<file path="src/cse_defs.svh">
// constants for the compare/skip and complement execution block
//
// Behaviour
// [RULE1] equality compare discards the fetched next instruction when byte equals working register
// [RULE2] compares use unsigned subtraction and never touch any status flag
// [RULE3] a taken skip replaces the next instruction with a no-operation slot
// [RULE4] skipping a two-word instruction makes the compare take three slots
// [RULE5] every skipped slot does nothing in all four phases and writes nothing
// [RULE6] bank bit zero selects access bank, one takes bank bits from register
// [RULE7] extended set, bank bit zero, address up to 5Fh uses indexed offset
// [RULE8] greater compare skips only when unsigned byte exceeds working register
// [RULE9] less compare skips only when unsigned byte is below working register
// [RULE10] complement inverts the byte, destination bit picks target, only N and Z
// [RULE11] compares never modify the working register or the data byte
`ifndef CSE_DEFS_SVH
`define CSE_DEFS_SVH

// =====================================================================
// opcode fields
`define CSE_OPC_COMPLEMENT_REGISTER      6'h07
`define CSE_OPC_CPF_EQ    7'h31
`define CSE_OPC_CPF_GT    7'h32
`define CSE_OPC_CPF_LT    7'h30
`define CSE_BIT_DEST      9
`define CSE_BIT_BANK      8

// =====================================================================
// addressing
`define CSE_INDEX_LIMIT   8'h5F
`define CSE_ACCESS_SPLIT  8'h60
`define CSE_ACCESS_LO_BNK 4'h0
`define CSE_ACCESS_HI_BNK 4'hF

// =====================================================================
// timing: core clocks per quarter phase
`define CSE_QDIV          1

`endif

</file>
<file path="src/cse_pkg.sv">
// types shared by the execution block
package cse_pkg;
  typedef enum logic [1:0] {PH_Q1, PH_Q2, PH_Q3, PH_Q4} qphase_t;
  typedef enum logic [1:0] {SLOT_EXEC, SLOT_SKIP_A, SLOT_SKIP_B} slot_t;
  typedef enum logic [2:0] {OP_NONE, OP_COMPLEMENT_REGISTER, OP_CMP_EQ, OP_CMP_GT, OP_CMP_LT} op_t;
endpackage

</file>
<file path="src/cmp_if.sv">
// operand and result bundle between executor and comparator
`timescale 1ns/1ns
`default_nettype none
interface cmp_if;
  logic [7:0] f_val;
  logic [7:0] w_val;
  logic       eq;
  logic       gt;
  logic       lt;
  modport exec (output f_val, output w_val, input eq, input gt, input lt);
  modport unit (input f_val, input w_val, output eq, output gt, output lt);
endinterface // cmp_if
`default_nettype wire

</file>
<file path="src/compare_skip_instruction_exec.sv">
// executor for complement and compare-and-skip instructions
`timescale 1ns/1ns
`default_nettype none
`include "cse_defs.svh"
module compare_skip_instruction_exec
  import cse_pkg::*;
#(
  parameter int Q_DIV = `CSE_QDIV
) (
  // clock and reset
  input  wire logic        core_clk,
  input  wire logic        rstn,
  // fetch side
  input  wire logic [15:0] instr_word,
  input  wire logic        next_two_word,
  input  wire logic        ext_set_en,
  output logic             slot_end,
  output logic             flush,
  output qphase_t          phase,
  // addressing sources
  input  wire logic [3:0]  bank_select_register,
  input  wire logic [11:0] fsr2,
  // data memory
  output logic [11:0]      mem_addr,
  output logic             mem_rd_en,
  input  wire logic [7:0]  mem_rd_data,
  output logic             mem_wr_en,
  output logic [7:0]       mem_wr_data,
  // working register and flags
  input  wire logic [7:0]  w_in,
  output logic             w_wr_en,
  output logic [7:0]       w_wr_data,
  output logic             flag_wr_en,
  output logic             flag_n,
  output logic             flag_z
);
  // =====================================================================
  // reset release
  logic rst_meta_r;
  logic rst_n_s;
  always_ff @(posedge core_clk or negedge rstn) begin
    if (!rstn) begin
      rst_meta_r <= 1'b0;
      rst_n_s    <= 1'b0;
    end else begin
      rst_meta_r <= 1'b1;
      rst_n_s    <= rst_meta_r;
    end
  end

  // =====================================================================
  // quarter phase divider
  logic [7:0] div_r;
  qphase_t    phase_r;
  wire        q_en = (div_r == 8'(Q_DIV - 1));
  always_ff @(posedge core_clk or negedge rst_n_s) begin
    if (!rst_n_s) begin
      div_r   <= 8'h00;
      phase_r <= PH_Q1;
    end else begin
      div_r <= q_en ? 8'h00 : div_r + 8'h01;
      if (q_en) phase_r <= qphase_t'(phase_r + 2'h1);
    end
  end

  // =====================================================================
  // state and operand registers
  slot_t       slot_r;
  slot_t       slot_nxt;
  logic [15:0] instr_r;
  logic        two_word_r;
  logic [11:0] addr_r;
  logic [7:0]  f_r;
  logic [7:0]  w_r;
  logic [7:0]  inv_r;
  logic        zero_r;
  cmp_if       cmp ();

  unsigned_compare u_cmp (.c(cmp));

  // =====================================================================
  // decode
  wire  executing = (slot_r == SLOT_EXEC);
  wire  at_q1     = q_en && (phase_r == PH_Q1) && executing;
  wire  at_q2     = q_en && (phase_r == PH_Q2) && executing;
  wire  at_q3     = q_en && (phase_r == PH_Q3) && executing;
  wire  in_q4     = executing && (phase_r == PH_Q4);
  wire  bank_bit  = instr_r[`CSE_BIT_BANK];
  wire  dest_bit  = instr_r[`CSE_BIT_DEST];
  wire [7:0] f_lit = instr_r[7:0];
  op_t  op;
  assign op = (instr_r[15:10] == `CSE_OPC_COMPLEMENT_REGISTER)   ? OP_COMPLEMENT_REGISTER   :
              (instr_r[15:9]  == `CSE_OPC_CPF_EQ) ? OP_CMP_EQ :
              (instr_r[15:9]  == `CSE_OPC_CPF_GT) ? OP_CMP_GT :
              (instr_r[15:9]  == `CSE_OPC_CPF_LT) ? OP_CMP_LT : OP_NONE;
  wire  is_cmp    = (op == OP_CMP_EQ) || (op == OP_CMP_GT) || (op == OP_CMP_LT);
  wire  is_known  = (op != OP_NONE);

  // =====================================================================
  // effective address
  wire        use_index = ext_set_en && !bank_bit && (f_lit <= `CSE_INDEX_LIMIT); // RULE7
  wire [11:0] idx_addr  = fsr2 + {4'h0, f_lit}; // RULE7
  wire [3:0]  acc_bank  = (f_lit >= `CSE_ACCESS_SPLIT) ? `CSE_ACCESS_HI_BNK : `CSE_ACCESS_LO_BNK;
  wire [11:0] eff_addr  = use_index ? idx_addr :
                          bank_bit  ? {bank_select_register, f_lit} : // RULE6
                                      {acc_bank, f_lit}; // RULE6

  // =====================================================================
  // skip decision; the flow change is the only effect of a compare
  assign cmp.f_val = f_r;
  assign cmp.w_val = w_r;
  wire   skip_take = ((op == OP_CMP_EQ) && cmp.eq) || // RULE1
                     ((op == OP_CMP_GT) && cmp.gt) || // RULE8
                     ((op == OP_CMP_LT) && cmp.lt); // RULE9
  wire   q4_end    = q_en && (phase_r == PH_Q4);

  always_comb begin
    slot_nxt = slot_r;
    if (q4_end) begin
      case (slot_r)
        SLOT_EXEC:   slot_nxt = skip_take ? SLOT_SKIP_A : SLOT_EXEC; // RULE3
        SLOT_SKIP_A: slot_nxt = two_word_r ? SLOT_SKIP_B : SLOT_EXEC; // RULE4
        SLOT_SKIP_B: slot_nxt = SLOT_EXEC;
        default:     slot_nxt = SLOT_EXEC;
      endcase
    end
  end

  always_ff @(posedge core_clk or negedge rst_n_s) begin
    if (!rst_n_s) begin
      slot_r     <= SLOT_EXEC;
      instr_r    <= 16'h0000;
      two_word_r <= 1'b0;
      addr_r     <= 12'h000;
      f_r        <= 8'h00;
      w_r        <= 8'h00;
      inv_r      <= 8'h00;
      zero_r     <= 1'b0;
    end else begin
      slot_r <= slot_nxt;
      if (at_q1) instr_r <= instr_word;
      if (at_q1) two_word_r <= next_two_word;
      if (at_q2) addr_r <= eff_addr;
      if (at_q3) f_r <= mem_rd_data;
      if (at_q3) w_r <= w_in;
      if (at_q3) inv_r <= ~mem_rd_data; // RULE10
      if (at_q3) zero_r <= (mem_rd_data == 8'hFF);
    end
  end

  // =====================================================================
  // outputs; strobes only in an executing slot, so skipped slots stay silent
  // result is taken with the operand, so write data and flags leave straight from flops
  wire       wr_slot = q_en && in_q4 && (op == OP_COMPLEMENT_REGISTER); // RULE11
  assign mem_addr    = addr_r;
  assign mem_rd_en   = executing && is_known && (phase_r == PH_Q3); // RULE5
  assign mem_wr_en   = wr_slot && dest_bit; // RULE10
  assign w_wr_en     = wr_slot && !dest_bit; // RULE10
  assign flag_wr_en  = wr_slot; // RULE2
  assign mem_wr_data = inv_r;
  assign w_wr_data   = inv_r;
  assign flag_n      = inv_r[7];
  assign flag_z      = zero_r;
  assign slot_end    = q4_end;
  assign flush       = !executing; // RULE5
  assign phase       = phase_r;
endmodule // compare_skip_instruction_exec
`default_nettype wire

</file>
<file path="src/unsigned_compare.sv">
// unsigned byte comparator by subtraction
`timescale 1ns/1ns
`default_nettype none
module unsigned_compare (
  cmp_if.unit c
);
  // =====================================================================
  // subtraction with borrow out; no flag is produced here at all
  wire [8:0] diff = {1'b0, c.f_val} - {1'b0, c.w_val}; // RULE2
  assign c.eq = (diff == 9'h000);
  assign c.lt = diff[8];
  assign c.gt = !diff[8] && (diff != 9'h000);
endmodule // unsigned_compare
`default_nettype wire

</file>
<file path="config.mk">
export PLATFORM = sky130hd
export DESIGN_NAME = compare_skip_instruction_exec
export DESIGN_NICKNAME = d
export VERILOG_FILES = /design/src/cse_pkg.sv /design/src/cmp_if.sv /design/src/compare_skip_instruction_exec.sv /design/src/unsigned_compare.sv
export VERILOG_INCLUDE_DIRS = /design/src /design/src/src
export SDC_FILE = /design/constraint.sdc
export NUM_CORES = 1
export LEC_CHECK = 0
export ABC_AREA = 1
export BUFFER_PORTS_ARGS = -buffer_cell sky130_fd_sc_hd__buf_2
export CAP_MARGIN = 20
export CORE_ASPECT_RATIO = 1.75
export CORE_MARGIN = 2
export CORE_UTILIZATION = 45
export CTS_BUF_LIST = sky130_fd_sc_hd__clkbuf_4 sky130_fd_sc_hd__clkbuf_8
export CTS_CLUSTER_DIAMETER = 80
export CTS_CLUSTER_SIZE = 40
export DETAILED_ROUTE_END_ITERATION = 10
export PLACE_DENSITY = 0.68
export SLEW_MARGIN = 20
export SYNTH_ARGS = -nofsm -noshare
export SYNTH_HDL_FRONTEND = slang
export SYNTH_HIERARCHICAL = 1
export SYNTH_SLANG_ARGS = --single-unit
</file>
<file path="constraint.sdc">
create_clock -name core_clk -period 2.7 [get_ports core_clk]
set_input_delay 0.135 -clock core_clk [delete_from_list [all_inputs] [get_ports core_clk]]
set_output_delay 0.135 -clock core_clk [all_outputs]
set_load 0.05 [all_outputs]
</file>
==> results of run 1 <==
==> repair_timing <==
action,4_1_cts,5_1_grt
setup buffers,0,0
hold buffers,9,0
endpoints found under the hold margin,10,0
resized for setup,0,0
==> registers in the layout (all words and copies together), names as in the netlist, 2 cells and up <==
signal and cells:
div_r 8, slot_r 2, instr_r 16, cmp.f_val 8, cmp.w_val 8, mem_wr_data 8, mem_addr 12, phase 2
==> power breakdown <==
part	total, uW	leakage [uW]	internal [uW]	switching (uW)
clock network	770	0.000101	412	358
logic	532	0.00184	176	356
registers	1130	0.000822	1080	49.1
total	2430	0.00276	1660	763
==> layout by cell type (no fill, tap or decap), types with 2 or more instances in the layout <==
cell             n
nand2_1        153
buf_2           89
inv_1           88
dfrtp_1         67
nor2_1          44
a21oi_1         30
nand3_1         29
o21ai_0         22
ha_1            22
o21ai_1         12
clkbuf_8        11
nand4_1          9
dlygate4sd3_1    9
nor3_1           8
xor2_1           6
mux2i_1          5
inv_2            4
nor4_1           3
clkbuf_4         3
nor2_2           2
nand3_2          2
or2_2            2
and3_1           2
fa_1             2
clkinv_2         2
buf_4            2
==> stage by stage <==
stage / cell area [um2] / worst slack [ns] / power [uW]
floorplan: 4090 / 0.632 / 1520
finish: 4850 / 0.374 / 2430
global placement: 4580 / 0.752 / 1650
detailed placement: 4580 / 0.659 / 1670
global route: 4850 / 0.117 / 2570
CTS: 4850 / 0.327 / 2450
==> per-layer routing <==
layer  part of all wire (%)  routed length [um]  track usage, %
met3                    4.1                 390            3.73
met1                     38                3670            21.0
met4                    1.9                 179            9.09
met2                     56                5330            40.4
met5                      0                   0               0
==> cells by family (layout without fill, tap and decap cells) <==
| group | count (synthesis) | in the layout | synth area share (%) |
|---|---|---|---|
| buffers and inverters | 111 | 209 | 11.9 |
| muxes | 5 | 5 | 1.22 |
| xor gates and xnor gates | 7 | 7 | 1.50 |
| AOI/OAI and AO/OA | 68 | 68 | 8.57 |
| adders and majority gates | 24 | 24 | 7.71 |
| and+or+nand+nor | 260 | 260 | 27.4 |
| DFF | 68 | 68 | 41.6 |
| other | 1 | 1 | 0.0917 |
==> final cells by class <==
type,instances,area [um2],share of cell area [%]
Tap cell,120,150,3.09
Timing Repair Buffer,101,571,11.8
Clock buffer,14,174,3.58
Inverter,92,345,7.12
Sequential cell,68,1700,35.1
Clock inverter,2,10.0,0.206
Multi-Input combinational cell,365,1900,39.2
==> path summary, 6_finish.rpt <==
check                            endpoint  cells past startpoint
max                               w_wr_en                      9
min                        mem_wr_data[4]                      2
max reg2reg                     slot_r[0]                     16
min reg2reg                   mem_addr[8]                      0
max in group asynchronous    cmp.f_val[6]                      1
min in group asynchronous         rst_n_s                      2
==> results.yml, run 1 <==
run_status:
  status: "completed"
worst_setup_path:
  worst-path-buf-inv: 3
  crit_path_end_kind: "output port"
  cpPeakStageDelay_ns: 0.40
  reg2reg_from: "cmp.f_val[0]"
  crit_path_cell_trace: "inv_1, ha_1, inv_1, nor3_2, nand2_1, nor2_1, nand2_1, nor2_1, buf_2"
  required_ns: 2.57
  start_kind: "flop"
  crit_start: "div_r[0]"
  crit_type: "flop to output port"
  critPathMaxFanout: 4
  critPathSlowestCell: "dfrtp_1"
  arrival_ns: 2.19
  rrSetupSlack_ns: 0.63
  cp_top_family: "simple AND/OR/NAND/NOR gates"
synth:
  synth_nets: 620
  synth.distinct_cells: 35
  yosysMostFrequentCell: "nand2_1"
  synth.top_cells.by_area: "dfrtp_1 (42%), nand2_1 (14%), inv_1 (8.1%), ha_1 (6.7%), nor2_1 (4.0%)"
  yosysSeqAreaShare_pct: 41.6
  ys_warn_count: 6
  synthTopCellsByCount: "nand2_1 (153), inv_1 (88), dfrtp_1 (68)"
  synthFlopType: "dfrtp_1"
  yosysTopAreaCellShare_pct: 41.6
  synth_area_um2: 4090
  async_flop_share_pct: 100
  synth-edff-count: 0
  ys_ff_latch: 68
  syn_inst: 544
  synth_top_cell_by_area: "dfrtp_1"
  avgSynthCellArea_um2: 7.52
routing:
  via_count: 3672
  drt.antenna.violating_nets: 0
  via_per_inst: 4.82
  wire_per_inst_um: 12.5
  finalWirelength_um: 9560
  drt_pass1_iterations: 5
  drcViolationCount: 0
  drt_iter0_markers: 222
global_routing:
  grt_usage_pct: 20.5
  grt_pass1_wl_um: 16100
  grt_pass1_vias: 3618
  grt_max_degree: 36
  antenna_found_initial: 0
  overflow: 0
finish:
  synthToLayoutAreaGrowth_pct: 18.7
  fin_cells: 762
  diodes: 0
  final_util_pct: 54.1
  n_fill_cell: 898
  drive_gt1_share_pct: 19.5
  nets: 713
clock_tree:
  htreeDepth: 3
  clkLatencyLatePin_ns: 0.34
  clk_pin_slew_worst_paths_ns: 0.07
  cts_buffer_depth: 2
  clock_sinks: 68
  cts_root_buf: "clkbuf_8"
  cts_tree: "yes"
  cts_buffers: 9
floorplanning:
  start_util_pct: 45.6
  top_level_ports: 90
  coreArea_um2: 8980
  die_w_um: 76.1
  core.rowCount: 46
  dieHeight_um: 130
  dieArea_um2: 9900
placed_design:
  port_buffers: 89
  dp_hpwl_um: 7540
  dp.cells: 737
  gp_congestion: 0.896
worst_hold_path:
  hp-start: "mem_rd_data[4]"
  min_path_type: "input port to flop"
sta:
  setup_viol: 0
  fin_hold_ws_ns: 0.0201
  max_slew_margin_pct: 52.4
  rsz0062_at_grt: "false"
  final_hold_viol_count: 0
  clock_skew_ns: 0.00523
  worst_pin_slew_ns: 0.713
  finalMaxSlewViolations: 0
  max_clock_freq_mhz: 430
  finalCritPeriodShare_pct: 86.1
  fin_tns_setup_ns: 0
  period_minus_slack_ns: 2.33
power_and_ir_drop:
  powerDensity_nw_per_um2: 500
  vdd_drop_max_mv: 0.432
  power_leakage_uw: 0.00276
job:
  cap_violations: 0
(Power assumes the default switching activity.)
==> inputs of run 2 (changes only) <==
- ABC_AREA: 1 -> default
- PLACE_DENSITY: 0.68 -> 0.69
==> run 2 against run 1 <==
  * Critical path depth grew 4
  * Clock-buffer cell count shrank 2
  * Sequential share of layout area grew 1.1 points
  * Hold slack lost 0.0045 ns
  * Sequential cell count is the same
  * Utilization grew 2.5 points
  * Largest power group unchanged
  * Final cell count shrank 25%
  * Die area shrank 5.4%
  * Critical endpoint is now slot_r[0]
  * Sequential power is essentially flat
==> results.yml, run 2 <==
floorplanning:
  start_util_pct: 46.4
  coreArea_um2: 8310
  top_level_ports: 90
  dieArea_um2: 9360
  die_w_um: 74
  dieHeight_um: 127
  core.rowCount: 44
power_and_ir_drop:
  vdd_drop_max_mv: 0.293
  power_frac_seq_pct: 45.1
  power_frac_comb_pct: 20.0
  netSwitchingPower_uw: 737
  power_switching_share_pct: 29.6
  power_frac_clock_pct: 34.9
  powerDensity_nw_per_um2: 530
  power.internal_uw: 1750
  power_leakage_uw: 0.00233
run_status:
  status: "completed"
job:
  cap_violations: 0
synth:
  synth_area_um2: 3860
  synth_compound_area_share_pct: 11.0
  synth.top_cells.by_area: "dfrtp_1 (44%), mux2_4 (8.6%), ha_1 (7.1%), mux2_2 (3.8%), nand2_1 (3.2%)"
  synth_xor_area_share_pct: 3.40
  async_flop_share_pct: 100
  synthAdderAreaFrac_pct: 8.17
  synthMuxAreaShare_pct: 13.7
  synthTopCellsByCount: "dfrtp_1 (68), nand2_1 (33), ha_1 (22), mux2_4 (22), o21ai_0 (22)"
  yosysTopAreaCellShare_pct: 44.1
  synthFlopType: "dfrtp_1"
  synth-edff-count: 0
  yosysSeqAreaShare_pct: 44.1
  ys_warn_count: 6
  synth_nets: 432
  synth_top_family_by_area: "simple AND/OR/NAND/NOR gates"
  avgSynthCellArea_um2: 10.8
  synth-simple-area-share_pct: 14.5
  synth.distinct_cells: 54
  synth_top_cell_by_area: "dfrtp_1"
  ys_ff_latch: 68
  syn_inst: 356
  yosysMostFrequentCell: "dfrtp_1"
worst_setup_path:
  worst-path-buf-inv: 1
  rrSetupSlack_ns: 0.18
  crit_path_end_kind: "flop"
  crit_path_cell_trace: "inv_1, ha_1, fa_2, nand2b_1, a21oi_2, mux2_2, o311a_1, nand4_1, nor2_1, nand2_1, o22ai_2, nand3_1, o31ai_1"
  crit_type: "flop to flop"
  cpPeakStageDelay_ns: 0.35
  critPathSlowestCell: "dfrtp_1"
  arrival_ns: 2.78
  critPathMaxFanout: 2
  start_kind: "flop"
  cp_top_family: "compound AO/OA/AOI/OAI gates"
  required_ns: 2.96
sta:
  final_hold_viol_count: 0
  worst_pin_slew_ns: 0.621
  max_slew_margin_pct: 58.4
  fin_hold_ws_ns: 0.0156
  fin_tns_setup_ns: 0
  finalCritPeriodShare_pct: 93.2
  clock_skew_ns: 0.0105
  finalMaxSlewViolations: 0
  setup_viol: 0
  max_clock_freq_mhz: 397
  period_minus_slack_ns: 2.52
finish:
  top_register: "instr_r"
  nets: 531
  final_util_pct: 56.5
  n_fill_cell: 738
  largest_reg_flops: 16
  fin_cells: 575
  layout_commonest_cell: "buf_2"
  final_cell_mix: "buf_2 (89), dfrtp_1 (67), nand2_1 (33)"
  drive_gt1_share_pct: 35.9
  design_area_um2: 4700
  synthToLayoutAreaGrowth_pct: 21.8
  diodes: 0
clock_tree:
  cts_buffers: 9
  clk_pin_slew_worst_paths_ns: 0.08
  cts_tree: "yes"
  cts_root_buf: "clkbuf_8"
  clock_sinks: 68
  clkLatencyLatePin_ns: 0.35
  cts_buffer_depth: 2
  htreeDepth: 3
routing:
  drt_pass1_iterations: 4
  via_count: 2947
  drt_iter0_markers: 115
  finalWirelength_um: 8350
  via_per_inst: 5.13
  drcViolationCount: 0
  drt.antenna.violating_nets: 0
  wire_per_inst_um: 14.5
placed_design:
  placed_area_um2: 4380
  dp.cells: 549
  port_buffers: 89
  dp_hpwl_um: 6420
  gp_congestion: 0.889
global_routing:
  grt_pass1_wl_um: 13200
  grt_max_degree: 35
  grt_pass1_vias: 2994
  overflow: 0
  grt_usage_pct: 18.6
  antenna_found_initial: 0
worst_hold_path:
  min_path_type: "input port to flop"
run 2: changes by cell type after synthesis, sizes merged, moves of 9 or more:
cell   before  now
nand3      32   13
inv        92   21
nor2       47   21
nand2     155   33
o21ai      35   23
mux2        0   35
a21oi      30   14
xnor2       1   10
run 2: final timing paths:
| check | start | depth (start not counted) | to |
|---|---|---|---|
| max | cmp.f_val[0] | 13 | slot_r[0] |
| min | next_two_word | 2 | two_word_r |
| max reg2reg | cmp.f_val[0] | 13 | slot_r[0] |
| min reg2reg | rst_n_s | 0 | instr_r[2] |
| max in group asynchronous | rst_n_s | 1 | instr_r[14] |
| min in group asynchronous | rstn | 2 | rst_meta_r |
run 2: area by class of cell:
| cell class | instances | area [um2] | share of cell area, % |
|---|---|---|---|
| multi-input combinational | 251 | 1990 | 42.4 |
| sequential | 68 | 1700 | 36.2 |
| timing repair buffer | 104 | 576 | 12.2 |
| clock buffer | 12 | 159 | 3.38 |
| tap | 115 | 144 | 3.06 |
| inverter | 21 | 78.8 | 1.68 |
| clock inverter | 4 | 47.5 | 1.01 |
run 2: metrics by stage:
stage / power (uW) / worst slack, ns
after CTS: 2510 / 0.0150
after global placement: 1620 / 0.276
final: 2490 / 0.184
after detailed placement: 1630 / 0.180
after global routing: 2600 / -0.0103
after floorplan: 1500 / -0.0266
run 2: metal layers:
metal	vias to the layer above	track usage [%]	wire length [um]
met5	-	0	0
met4	0	8.77	209
li1	1450	-	-
met2	75	34.6	4640
met1	1408	18.4	3100
met3	14	4.37	395
run 2: repair_timing:
item,in CTS,in global routing
buffers inserted,0,3
gates resized for setup,0,5
hold endpoints to repair,8,0
hold buffers,7,0
endpoints found under the setup margin,0,2
run 2: worst register-to-register path: cells and delay by family (launching register included):
| family | cells | cell delay (ns) |
|---|---|---|
| multiplexers | 1 | 0.18 |
| adder cells (fa/ha/maj) | 2 | 0.57 |
| AND/OR/NAND/NOR | 5 | 0.56 |
| flip-flops | 1 | 0.35 |
| buffers and inverters | 1 | 0.05 |
| AO/OA/AOI/OAI | 4 | 0.73 |
run 2: logic make-up after synthesis:
kind of cell / Yosys count
compound gates: 69
xor+xnor: 15
fa+ha+maj: 24
buf+inv: 37
flops: 68
mux: 40
other cells: 1
simple gates: 102
run 2: power groups by stage:
stage / Combinational [uW] / Sequential [uW] / Clock, uW
final: 499 / 1120 / 868
after global routing: 544 / 1130 / 922
after CTS: 497 / 1120 / 889
after detailed placement: 487 / 1140 / 0
after global placement: 480 / 1140 / 0
after floorplan: 264 / 1230 / 0
